[src/hdl/sp3c_map.svh]
// Register offsets, reset values and field positions of the port-3 control block.
// Assumes an 8-bit register port with byte addresses in the special function space.
`ifndef SP3C_MAP_SVH
`define SP3C_MAP_SVH

`define SP3C_ADDR_MODE_A_THR  8'hAC
`define SP3C_ADDR_MODE_B_SLEW 8'hAD
`define SP3C_ADDR_PIN_DATA    8'hB0
`define SP3C_ADDR_PAGE_CTRL   8'hB8

`define SP3C_RST_MODE_A       8'h01
`define SP3C_RST_MODE_B       8'h00
`define SP3C_RST_THRESHOLD    8'h00
`define SP3C_RST_SLEW         8'h00
`define SP3C_RST_PIN_DATA     8'h01
`define SP3C_RST_PAGE         1'h0

`define SP3C_BIT_PIN          0
`define SP3C_BIT_PAGE         0
`define SP3C_BIT_OSC_SEL      1

`endif

[src/hdl/sp3c_pkg.sv]
// Types shared by the port-3 control block.
// Assumes the map header is compiled alongside.
`default_nettype none

package sp3c_pkg;
	typedef enum logic [1:0] {
		SP3C_QUASI     = 2'b00,
		SP3C_PUSH_PULL = 2'b01,
		SP3C_INPUT     = 2'b10,
		SP3C_OPEN_DRN  = 2'b11
	} sp3c_mode_t;
endpackage : sp3c_pkg

`default_nettype wire

[src/hdl/sp3c_cfg_if.sv]
// Carrier between the register file and the pin driver.
// Assumes a single system clock domain.
`default_nettype none

interface sp3c_cfg_if;
	import sp3c_pkg::*;
	sp3c_mode_t mode;
	logic       latch;
	logic       gpio_en;
	logic       pin_level;
	modport regs (output mode, output latch, output gpio_en, input pin_level);
	modport pad  (input mode, input latch, input gpio_en, output pin_level);
endinterface : sp3c_cfg_if

`default_nettype wire

[src/hdl/sp3c_pad_drv.sv]
// Pin driver: turns mode and latch into drive signals and samples the pin.
// Assumes the pad cell resolves the wire from output and enable.
`default_nettype none

module sp3c_pad_drv
	import sp3c_pkg::*;
(
	input  wire logic i_ref_clk,    // System clock
	input  wire logic i_rst,        // Synchronous reset
	input  wire logic i_pin,        // Pin level
	output logic      o_pin,        // Pin drive value
	output logic      o_pin_oe,     // Pin drive enable
	output logic      o_weak_pu,    // Weak pull-up on
	sp3c_cfg_if.pad   cfg           // Mode and latch
);
	logic pin_q;

	wire drive_one  = (cfg.mode == SP3C_PUSH_PULL) && cfg.latch;
	wire drive_zero = (cfg.mode != SP3C_INPUT) && !cfg.latch;
	wire drive_en   = cfg.gpio_en && (drive_one || drive_zero);

	assign o_pin     = drive_one;
	assign o_pin_oe  = drive_en;
	assign o_weak_pu = cfg.gpio_en && (cfg.mode == SP3C_QUASI) && cfg.latch;

	always_ff @(posedge i_ref_clk) begin
		if (i_rst) begin
			pin_q <= 1'b0;
		end else begin
			pin_q <= i_pin;
		end
	end

	assign cfg.pin_level = pin_q;
endmodule : sp3c_pad_drv

`default_nettype wire

[src/hdl/sp3c_top.sv]
// Port-3 single-pin control: paged mode, threshold, slew and data registers.
// Assumes a one-cycle register port; read data stands the cycle after the strobe.
//
// Implementation choice: the strobed register port.
`default_nettype none
`include "sp3c_map.svh"

// Summary of operation
// - Pin mode comes from both mode bits taken together.
// - Mode code 00 to 11, mode one as high bit: quasi, push-pull, input, open-drain.
// - Mode one resets to 01h, mode two to zero; pin starts input-only.
// - Address ACh is mode one on page 0, threshold on page 1.
// - Address ADh is mode two on page 0, slew on page 1; both reset zero.
// - Threshold bit 0 selects TTL input, 1 Schmitt input.
// - Slew bit 0 selects normal slew, 1 high-speed slew.
// - Data register resets to 01h.
// - Data bits 7:1 read zero and ignore writes.
// - Bit 0 is general I/O only with internal oscillator as clock.
// - Otherwise the pin becomes the external oscillator input.
// - In oscillator mode, data bit 0 writes ignored and reads zero.
module sp3c_top
	import sp3c_pkg::*;
(
	input  wire logic       i_ref_clk,     // System clock, 250 MHz
	input  wire logic       i_rst,         // Synchronous reset, active high
	input  wire logic [7:0] i_addr,        // Register address
	input  wire logic [7:0] i_wdata,       // Write data
	input  wire logic       i_wr,          // Write strobe
	input  wire logic       i_rd,          // Read strobe
	output logic      [7:0] o_rdata,       // Read data, cycle after strobe
	input  wire logic       i_pin,         // Pin level in
	output logic            o_pin,         // Pin drive value
	output logic            o_pin_oe,      // Pin drive enable
	output logic            o_weak_pu,     // Quasi mode weak pull-up
	output logic            o_schmitt,     // Schmitt receiver select
	output logic            o_fast_slew,   // High-speed slew select
	output logic            o_osc_in_en,   // Pin routed to oscillator input
	output logic            o_page         // Current register page
);
	logic [7:0] mode_select_one_reg;
	logic [7:0] mode_select_two_reg;
	logic [7:0] input_threshold_reg;
	logic [7:0] slew_control_reg;
	logic [7:0] port_data_reg;
	logic       page_sel;
	logic       osc_internal;
	logic [7:0] rdata;

	sp3c_cfg_if cfg ();

	function automatic logic hit(input logic [7:0] a, input logic [7:0] ref_a);
		hit = (a == ref_a);
	endfunction : hit

	wire sel_a    = hit(i_addr, `SP3C_ADDR_MODE_A_THR);
	wire sel_b    = hit(i_addr, `SP3C_ADDR_MODE_B_SLEW);
	wire sel_data = hit(i_addr, `SP3C_ADDR_PIN_DATA);
	wire sel_page = hit(i_addr, `SP3C_ADDR_PAGE_CTRL);

	wire wr_mode_one = i_wr && sel_a && !page_sel;
	wire wr_thresh   = i_wr && sel_a && page_sel;
	wire wr_mode_two = i_wr && sel_b && !page_sel;
	wire wr_slew     = i_wr && sel_b && page_sel;
	wire wr_page     = i_wr && sel_page;
	// writes take effect only in I/O mode
	wire wr_data     = i_wr && sel_data && osc_internal;

	always_ff @(posedge i_ref_clk) begin
		if (i_rst) begin
			mode_select_one_reg <= `SP3C_RST_MODE_A;
			mode_select_two_reg <= `SP3C_RST_MODE_B;
		end else begin
			if (wr_mode_one) mode_select_one_reg <= {7'h00, i_wdata[`SP3C_BIT_PIN]};
			if (wr_mode_two) mode_select_two_reg <= {7'h00, i_wdata[`SP3C_BIT_PIN]};
		end
	end

	always_ff @(posedge i_ref_clk) begin
		if (i_rst) begin
			input_threshold_reg <= `SP3C_RST_THRESHOLD;
			slew_control_reg    <= `SP3C_RST_SLEW;
		end else begin
			if (wr_thresh) input_threshold_reg <= {7'h00, i_wdata[`SP3C_BIT_PIN]};
			if (wr_slew)   slew_control_reg    <= {7'h00, i_wdata[`SP3C_BIT_PIN]};
		end
	end

	always_ff @(posedge i_ref_clk) begin
		if (i_rst) begin
			port_data_reg <= `SP3C_RST_PIN_DATA;
		end else if (wr_data) begin
			port_data_reg <= {7'h00, i_wdata[`SP3C_BIT_PIN]};
		end
	end

	// Page and clock-source control share one register
	always_ff @(posedge i_ref_clk) begin
		if (i_rst) begin
			page_sel     <= `SP3C_RST_PAGE;
			osc_internal <= 1'b1;
		end else if (wr_page) begin
			page_sel     <= i_wdata[`SP3C_BIT_PAGE];
			osc_internal <= !i_wdata[`SP3C_BIT_OSC_SEL];
		end
	end

	assign cfg.mode    = sp3c_mode_t'({mode_select_one_reg[`SP3C_BIT_PIN],
	                                   mode_select_two_reg[`SP3C_BIT_PIN]});
	assign cfg.latch   = port_data_reg[`SP3C_BIT_PIN];
	// pin drives only in I/O mode
	assign cfg.gpio_en = osc_internal;

	sp3c_pad_drv u_pad (
		.i_ref_clk (i_ref_clk),
		.i_rst     (i_rst),
		.i_pin     (i_pin),
		.o_pin     (o_pin),
		.o_pin_oe  (o_pin_oe),
		.o_weak_pu (o_weak_pu),
		.cfg       (cfg.pad)
	);

	wire       data_bit  = osc_internal && cfg.pin_level;
	wire [7:0] page_word = {6'h00, !osc_internal, page_sel};
	wire [7:0] a_word    = page_sel ? input_threshold_reg : mode_select_one_reg;
	wire [7:0] b_word    = page_sel ? slew_control_reg : mode_select_two_reg;
	wire [7:0] rd_mux    = sel_a ? a_word :
	                       sel_b ? b_word :
	                       sel_data ? {7'h00, data_bit} :
	                       sel_page ? page_word : 8'h00;

	always_ff @(posedge i_ref_clk) begin
		if (i_rst) begin
			rdata <= 8'h00;
		end else begin
			rdata <= i_rd ? rd_mux : 8'h00;
		end
	end

	assign o_rdata     = rdata;
	assign o_schmitt   = input_threshold_reg[`SP3C_BIT_PIN];
	assign o_fast_slew = slew_control_reg[`SP3C_BIT_PIN];
	assign o_osc_in_en = !osc_internal;
	assign o_page      = page_sel;

	// Assertions
	property p_mode_in_after_reset;
		@(posedge i_ref_clk) $fell(i_rst) |-> (cfg.mode == SP3C_INPUT) && !o_pin_oe;
	endproperty
	a_mode_in_after_reset: assert property (p_mode_in_after_reset)
		else $error("pin not input-only after reset");

	property p_mode_pair;
		@(posedge i_ref_clk) disable iff (i_rst)
		(mode_select_one_reg[0] && mode_select_two_reg[0] && osc_internal)
		|-> !o_pin && !o_weak_pu && (o_pin_oe == !port_data_reg[`SP3C_BIT_PIN]);
	endproperty
	a_mode_pair: assert property (p_mode_pair)
		else $error("mode pair decode wrong");

	property p_push_pull_drive;
		@(posedge i_ref_clk) disable iff (i_rst)
		(cfg.mode == SP3C_PUSH_PULL && osc_internal) |-> o_pin_oe && (o_pin == cfg.latch);
	endproperty
	a_push_pull_drive: assert property (p_push_pull_drive)
		else $error("push-pull not driving latch");

	property p_page1_write;
		@(posedge i_ref_clk) disable iff (i_rst)
		(i_wr && sel_a && page_sel) |=> $stable(mode_select_one_reg)
		&& input_threshold_reg[0] == $past(i_wdata[0]);
	endproperty
	a_page1_write: assert property (p_page1_write)
		else $error("page 1 write misrouted");

	property p_page0_write_b;
		@(posedge i_ref_clk) disable iff (i_rst)
		(i_wr && sel_b && !page_sel) |=> $stable(slew_control_reg)
		&& mode_select_two_reg[0] == $past(i_wdata[0]);
	endproperty
	a_page0_write_b: assert property (p_page0_write_b)
		else $error("page 0 write misrouted");

	property p_reserved_zero;
		@(posedge i_ref_clk) disable iff (i_rst)
		(i_rd && sel_data) |=> o_rdata[7:1] == 7'h00;
	endproperty
	a_reserved_zero: assert property (p_reserved_zero)
		else $error("reserved data bits not zero");

	property p_osc_write_ignored;
		@(posedge i_ref_clk) disable iff (i_rst)
		(i_wr && sel_data && !osc_internal) |=> $stable(port_data_reg);
	endproperty
	a_osc_write_ignored: assert property (p_osc_write_ignored)
		else $error("data write taken in oscillator mode");

	property p_osc_read_zero;
		@(posedge i_ref_clk) disable iff (i_rst)
		(i_rd && sel_data && !osc_internal) |=> o_rdata == 8'h00 ##0 !o_pin_oe;
	endproperty
	a_osc_read_zero: assert property (p_osc_read_zero)
		else $error("oscillator mode read not zero");

	property p_gpio_read_pin;
		@(posedge i_ref_clk) disable iff (i_rst)
		(i_rd && sel_data && osc_internal) ##1 1'b1 |-> o_rdata[0] == $past(i_pin, 2);
	endproperty
	a_gpio_read_pin: assert property (p_gpio_read_pin)
		else $error("read does not return pin level");

	property p_reset_mode;
		@(posedge i_ref_clk)
		i_rst |=> mode_select_one_reg == `SP3C_RST_MODE_A && mode_select_two_reg == `SP3C_RST_MODE_B;
	endproperty
	a_reset_mode: assert property (p_reset_mode)
		else $error("mode registers not at reset value");

	property p_reset_paged;
		@(posedge i_ref_clk)
		i_rst |=> input_threshold_reg == `SP3C_RST_THRESHOLD && slew_control_reg == `SP3C_RST_SLEW;
	endproperty
	a_reset_paged: assert property (p_reset_paged)
		else $error("threshold or slew register not at reset value");

	property p_reset_data;
		@(posedge i_ref_clk)
		i_rst |=> port_data_reg == `SP3C_RST_PIN_DATA;
	endproperty
	a_reset_data: assert property (p_reset_data)
		else $error("data register not at reset value");

	property p_reset_page;
		@(posedge i_ref_clk)
		i_rst |=> page_sel == `SP3C_RST_PAGE && osc_internal;
	endproperty
	a_reset_page: assert property (p_reset_page)
		else $error("page or clock source not at reset value");

	property p_page0_write_a;
		@(posedge i_ref_clk) disable iff (i_rst)
		(i_wr && sel_a && !page_sel) |=> $stable(input_threshold_reg)
		&& mode_select_one_reg[0] == $past(i_wdata[0]);
	endproperty
	a_page0_write_a: assert property (p_page0_write_a)
		else $error("page 0 write at mode one misrouted");

	property p_page1_write_b;
		@(posedge i_ref_clk) disable iff (i_rst)
		(i_wr && sel_b && page_sel) |=> $stable(mode_select_two_reg)
		&& slew_control_reg[0] == $past(i_wdata[0]);
	endproperty
	a_page1_write_b: assert property (p_page1_write_b)
		else $error("page 1 write at slew misrouted");

	property p_page_write;
		@(posedge i_ref_clk) disable iff (i_rst)
		wr_page |=> page_sel == $past(i_wdata[`SP3C_BIT_PAGE]);
	endproperty
	a_page_write: assert property (p_page_write)
		else $error("page bit not taken from write");

	property p_schmitt_write;
		@(posedge i_ref_clk) disable iff (i_rst)
		wr_thresh |=> o_schmitt == $past(i_wdata[0]);
	endproperty
	a_schmitt_write: assert property (p_schmitt_write)
		else $error("receiver select does not follow threshold bit");

	property p_slew_write;
		@(posedge i_ref_clk) disable iff (i_rst)
		wr_slew |=> o_fast_slew == $past(i_wdata[0]);
	endproperty
	a_slew_write: assert property (p_slew_write)
		else $error("slew select does not follow slew bit");

	property p_reserved_regs;
		@(posedge i_ref_clk) disable iff (i_rst)
		port_data_reg[7:1] == 7'h00 && mode_select_one_reg[7:1] == 7'h00;
	endproperty
	a_reserved_regs: assert property (p_reserved_regs)
		else $error("reserved register bits set");

	property p_osc_no_drive;
		@(posedge i_ref_clk) disable iff (i_rst)
		!osc_internal |-> !o_pin_oe && !o_weak_pu && o_osc_in_en;
	endproperty
	a_osc_no_drive: assert property (p_osc_no_drive)
		else $error("pin driven while oscillator input");

	property p_osc_sel;
		@(posedge i_ref_clk) disable iff (i_rst)
		wr_page |=> osc_internal == !$past(i_wdata[`SP3C_BIT_OSC_SEL]);
	endproperty
	a_osc_sel: assert property (p_osc_sel)
		else $error("clock source select not taken from write");

	property p_gpio_write;
		@(posedge i_ref_clk) disable iff (i_rst)
		(i_wr && sel_data && osc_internal) |=> port_data_reg[0] == $past(i_wdata[0]);
	endproperty
	a_gpio_write: assert property (p_gpio_write)
		else $error("data write not taken in I/O mode");

	property p_gpio_latch_drive;
		@(posedge i_ref_clk) disable iff (i_rst)
		(osc_internal && cfg.mode != SP3C_INPUT && !cfg.latch) |-> o_pin_oe && !o_pin;
	endproperty
	a_gpio_latch_drive: assert property (p_gpio_latch_drive)
		else $error("latch zero does not drive pin low");

	property p_quasi_drive;
		@(posedge i_ref_clk) disable iff (i_rst)
		(cfg.mode == SP3C_QUASI && osc_internal)
		|-> !o_pin && (o_pin_oe == !cfg.latch) && (o_weak_pu == cfg.latch);
	endproperty
	a_quasi_drive: assert property (p_quasi_drive)
		else $error("quasi mode drive wrong");

	property p_input_hiz;
		@(posedge i_ref_clk) disable iff (i_rst)
		(cfg.mode == SP3C_INPUT) |-> !o_pin_oe && !o_weak_pu && !o_pin;
	endproperty
	a_input_hiz: assert property (p_input_hiz)
		else $error("input-only mode drives the pin");

	c_page1: cover property (@(posedge i_ref_clk) disable iff (i_rst) wr_thresh);
	c_osc_mode: cover property (@(posedge i_ref_clk) disable iff (i_rst) $rose(o_osc_in_en));
	c_open_drain: cover property (@(posedge i_ref_clk) disable iff (i_rst)
		cfg.mode == SP3C_OPEN_DRN && o_pin_oe);
	c_data_read: cover property (@(posedge i_ref_clk) disable iff (i_rst) i_rd && sel_data);
	c_quasi_pullup: cover property (@(posedge i_ref_clk) disable iff (i_rst) o_weak_pu);
endmodule : sp3c_top

`default_nettype wire

[config.mk]
export PLATFORM = sky130hd
export DESIGN_NAME = sp3c_top
export DESIGN_NICKNAME = d
export VERILOG_FILES = /design/src/hdl/sp3c_pkg.sv /design/src/hdl/sp3c_cfg_if.sv /design/src/hdl/sp3c_pad_drv.sv /design/src/hdl/sp3c_top.sv
export VERILOG_INCLUDE_DIRS = /design/src /design/src/hdl
export SDC_FILE = /design/constraint.sdc
export NUM_CORES = 1
export LEC_CHECK = 0
export ABC_AREA = 1
export ABC_CLOCK_PERIOD_IN_PS = 2600
export BUFFER_PORTS_ARGS = -buffer_cell sky130_fd_sc_hd__buf_2
export CORE_ASPECT_RATIO = 0.8
export CORE_MARGIN = 4
export CORE_UTILIZATION = 29
export CTS_BUF_LIST = sky130_fd_sc_hd__clkbuf_8
export CTS_CLUSTER_DIAMETER = 60
export DETAILED_ROUTE_END_ITERATION = 7
export GPL_TIMING_DRIVEN = 0
export PLACE_DENSITY = 0.65
export REMOVE_ABC_BUFFERS = 1
export SYNTH_ARGS = -nofsm -noshare
export SYNTH_HDL_FRONTEND = slang
export SYNTH_HIERARCHICAL = 1
export SYNTH_SLANG_ARGS = --single-unit
[constraint.sdc]
create_clock -name i_ref_clk -period 2.6 [get_ports i_ref_clk]
set_input_delay 0.26 -clock i_ref_clk [delete_from_list [all_inputs] [get_ports i_ref_clk]]
set_output_delay 0.26 -clock i_ref_clk [all_outputs]
set_load 0.05 [all_outputs]
# After elaboration in Yosys (flattened, before gate mapping)
# Index checks and enable logic that the tools add are counted.
dict set report word_totals {
  ramBits 0
  latch_bits 0
  register_bits 16
  rom_bits 0
  wordCells 44
  out_inout_bits 15
  n_memories 0
}
dict set report classes {
  shifts 0
  addsub 0
  order_cmp 0
  n_div 0
  multipliers 0
  eq_ne 6
  n_mux 6
  bitwise_logic 1
  n_reduce_logical 22
}
# op count
set ops {}
lappend ops {{8-bit == test (second input constant)} 4}
lappend ops {{1-bit logical AND} 15}
lappend ops {{2-bit two-way mux} 4}
lappend ops {{1-bit logical NOT} 4}
lappend ops {{2-bit by 1-bit == test with 1-bit output (second input constant)} 1}
lappend ops {{2-bit logical NOT} 1}
lappend ops {{1-bit two-way mux} 2}
lappend ops {{2-bit != test (second input constant)} 1}
lappend ops {{2-bit OR reduction} 1}
lappend ops {{1-bit logical OR} 1}
lappend ops {{1-bit NOT} 1}

# Logic depth before layout (Yosys ltp)
dict set report logic_depth {
  word_depth 5
  mapped_depth 8
  ltp_nobuf 7
}

# Modules after synthesis
# Netlist, hierarchy kept.
# module area_each_um2 instances cells_per_inst seq_area_each_um2
set modules_own_cells {}
lappend modules_own_cells {sp3c_top 621.8 1 95 180.2}
lappend modules_own_cells {sp3c_pad_drv 68.8 1 13 20.0}

# Worst setup path before layout
# OpenSTA, ideal clock, no wires.
dict set report synth_path {
  path_kind {reg2out}
  start {register osc_internal, in the netlist cfg.gpio_en}
  end {output port o_weak_pu}
  setup_slack_ns 0.838
  arrival_time_ns 1.502
  stages_incl_launch_ff 3
  t_required_ns 2.340
  path_cell_list {dfxtp_1 nand2_1 nor3_1}
}
dict set report synth_between {
  elab_chain_cells 2
}
# item line_no
set synth_lines {}
lappend synth_lines {{from (decl)} sp3c_top.sv:46} ;# logic osc_internal;
lappend synth_lines {{from (signal assigned)} sp3c_top.sv:103} ;# osc_internal <= !i_wdata[`SP3C_BIT_OSC_SEL];
lappend synth_lines {{1-bit logical AND (2 in a row)} sp3c_pad_drv.sv:24} ;# assign o_weak_pu = cfg.gpio_en && (cfg.mode == SP3C_QUASI) && cfg.latch;
lappend synth_lines {{to (decl)} sp3c_top.sv:34} ;# output logic o_weak_pu,
# No other way between the ends.

# Final worst setup path
# Ends and elaborated chain as after synthesis.

==> results <==
- The number of DRC violations after detailed routing is 0.
- The count of mapped cells out of synthesis is 108.
- The detailed router finished its first iteration with 26 violations.
- The Yosys step of the flow raised 6 warnings.
- The clock latency on the worst-skew pair is 0.23 ns.
- OpenSTA, run right after detailed placement, puts the worst setup slack at 1.34 ns.
- The die footprint is 3230 µm².
- The count of pins over their slew limit came to 0.
- The share of total power dissipated in sequential elements is 0.423.
- 0 antenna diodes ended up in the layout.
- The count of state elements after synthesis is 10.
- For this run, the detailed router's first-pass iteration total came to 4.
- The main flop type after synthesis is sky130_fd_sc_hd__dfxtp_1.
- The share of total power dissipated in the clock network is 0.419.
- The analysis attributes to net switching a power of 0.0977 mW.
- The total number of nets in the final design is 154.
- Based on the critical path, the design can be clocked at up to 0.677 GHz.
- The setup total negative slack is 0 ns.
- A synthesized cell averages 6.40 µm².
- Buffers inserted to repair hold after CTS numbered 0.
- For this run, asynchronously set or reset flops after synthesis account for 0.
- The share of final-layout standard cells stronger than drive strength 1 is 0.290.
- In this run the worst path has a maximum fanout of 7.
- The internal power summed over all cells is 0.270 mW.
- The initial antenna violation count is 0.
- The last weighted congestion value of the routability-driven placer is 0.836.
- The worst-case IR drop observed on VDD is 0.302 mV.
- Using the TritonRoute via totals, the vias-per-cell ratio works out to 4.78.
- The number of failing setup endpoints in the final timing report is 0.
- The clock arrives with 0.00141 ns of skew.
- The die is 62.6 µm wide.
- The row count is 15.
- The buffer depth of the longest clock path is 2.
- The largest net degree at the start of global routing is 12.
- After detailed routing, the average wire length per cell comes to 10.4 µm.
- The total overflow reported by the global router is 0.
- The post-synthesis instance area is 691 µm².
- After floorplanning, the core was sized to cover 2210 µm².
- The first global-routing pass estimated 2700 µm of wire.
- The half-perimeter wire length after detailed placement is 1360 µm.
- The initial utilization of the core area, before any placement, comes to 0.312.
- Power spread over the standard cell area amounts to 440 nW/µm².
- The final number of hold-violating endpoints is 0.
- The leakage power figure is 0.436 nW.
- The worst path required time is 2.34 ns.
- The root buffer cell chosen for the clock tree is sky130_fd_sc_hd__clkbuf_8.
- For this block, the via count after detailed routing is 745.
- In this run, CTS created clock tree buffers numbering 3.
- Setup repair after global routing left no endpoint under its margin.
- Data arrives at the worst endpoint at 1.22 ns.
- The endpoint type of the worst setup path is an output pin.
- In this run the number of H-tree levels came out at 1.
- Of the total power, the share spent switching nets is 0.266.
- The flow ran to the end, and the final reports show no timing, DRC or antenna violations.
- Clock-pin slew was measured on the worst setup and hold paths at 0.04 ns.
- During I/O placement, the number of pins put on the boundary was 36.
- The post-cts gate resize count is 0.
- The height of the die is 51.7 µm.
- The number of setup buffers added after CTS is 0.
- The count of port buffers added during placement is 23.
- The post-route fraction of the period consumed by the critical path is 0.568.
- The total global-route track usage is 0.107.
- The residual antenna-violating net count after detailed routing is 0.
- The setup path with the least slack is of type flop to output pin.
- The register with the most flip-flops in the layout has 2 of them.
- The TritonCTS clock tree is done.
- Across the run, the number of max-cap violations was 0.
- Setup slack on the critical path of the routed design comes to 1.12 ns.
- The worst setup path is launched from a flop.
- The sequential area share after synthesis is 0.290.
- The min-delay analysis places its worst path in the category input port to flop.
- The shortest clock period the worst path allows after layout is 1.48 ns.
- The distinct cell type count after synthesis is 21.
- The via count of the first global-routing pass is 651.
- The aggregate routed wire length is 1620 µm.
- The area growth from synthesis to final layout is 21.0%.
- The combinational cell fraction of total power is 0.158.
- For this design, the sink count on the clock tree is 10.
- In this run, synthesis inferred 0 flip-flops with an integrated enable.
power groups by stage:
stage	clock network (mW)	logic, mW	registers [mW]
final	0.154	0.0580	0.155
after global routing	0.169	0.0638	0.155
after global placement	0	0.0564	0.158
after detailed placement	0	0.0578	0.158
after floorplan	0	0.0367	0.158
after CTS	0.160	0.0580	0.155
cell families (layout without fill, tap and decap cells):
logic type,count (synthesis),in the layout,share of synthesized area
compound gates,8,8,0.0580
simple gates,65,65,0.467
buf+inv,24,42,0.179
other cells,1,6,0.00543
flops,10,10,0.290
worst max-delay path: stages (launching register included):
cell,delay [ns]
sky130_fd_sc_hd__dfxtp_1,0.46
sky130_fd_sc_hd__nand2_1,0.08
sky130_fd_sc_hd__nor3_1,0.15
sky130_fd_sc_hd__buf_2,0.29
Yosys cell counts, types with 2 or more instances:
cell,instances,share of area
sky130_fd_sc_hd__inv_1,13,0.071
sky130_fd_sc_hd__nand2_2,2,0.018
sky130_fd_sc_hd__nor2_1,9,0.049
sky130_fd_sc_hd__a21oi_1,6,0.043
sky130_fd_sc_hd__buf_4,6,0.065
sky130_fd_sc_hd__inv_2,2,0.011
sky130_fd_sc_hd__nor3_1,3,0.022
sky130_fd_sc_hd__nand4_1,8,0.072
sky130_fd_sc_hd__nor2_4,2,0.033
sky130_fd_sc_hd__o21ai_1,2,0.014
sky130_fd_sc_hd__nand3_1,9,0.065
sky130_fd_sc_hd__dfxtp_1,10,0.29
sky130_fd_sc_hd__nor2_2,4,0.036
sky130_fd_sc_hd__nand2_1,25,0.14
per-stage QoR:
| step | instances | instance area, µm² | hold slack, ns | power, mW | utilization |
|---|---|---|---|---|---|
| finish | 156 | 836 | 0.219 | 0.368 | 0.377 |
| global route | 156 | 836 | 0.221 | 0.388 | 0.377 |
| CTS | 156 | 836 | 0.218 | 0.373 | 0.377 |
| detailed placement | 153 | 795 | 0.465 | 0.216 | 0.359 |
| global placement | 153 | 795 | 0.447 | 0.215 | 0.359 |
| floorplan | 105 | 648 | 0.329 | 0.195 | - |
final timing paths:
| check | startpoint | endpoint | slack, ns | cells after the start |
|---|---|---|---|---|
| hold / removal | i_wdata[1] | cfg.gpio_en | 0.22 | 2 |
| hold reg to reg | input_threshold_reg[0] | input_threshold_reg[0] | 0.48 | 2 |
| setup / recovery | cfg.gpio_en | o_weak_pu | 1.12 | 3 |
| setup reg to reg | o_page | o_rdata[0] | 1.45 | 5 |
layer usage:
| metal | share of wire | track usage |
|---|---|---|
| met5 | 0 | 0 |
| met4 | 0.0080 | 0.0330 |
| met3 | 0.072 | 0.0432 |
| met2 | 0.47 | 0.170 |
| met1 | 0.45 | 0.134 |
layout make-up:
type | count | area (µm²)
multi-input combinational | 79 | 385
tap | 25 | 31.3
fill | 239 | 1380
inverter | 16 | 62.6
timing repair buffer | 23 | 115
sequential | 10 | 200
clock buffer | 3 | 41.3
placed cells by master, fill, tap and decap left out:
cell	n
sky130_fd_sc_hd__nor2_1	9
sky130_fd_sc_hd__nand3_2	1
sky130_fd_sc_hd__inv_4	1
sky130_fd_sc_hd__nand3b_1	1
sky130_fd_sc_hd__nor3b_1	1
sky130_fd_sc_hd__nand2_1	25
sky130_fd_sc_hd__nand3_1	9
sky130_fd_sc_hd__inv_1	13
sky130_fd_sc_hd__nor2_4	2
sky130_fd_sc_hd__o21ai_1	2
sky130_fd_sc_hd__nand2_2	2
sky130_fd_sc_hd__nor2_2	4
sky130_fd_sc_hd__nand4_1	8
sky130_fd_sc_hd__conb_1	6
sky130_fd_sc_hd__dfxtp_1	10
sky130_fd_sc_hd__clkbuf_8	3
sky130_fd_sc_hd__inv_2	2
sky130_fd_sc_hd__a21oi_1	6
sky130_fd_sc_hd__buf_2	23
sky130_fd_sc_hd__nor3_1	3
No activity file was read; power rests on OpenSTA's default activity.
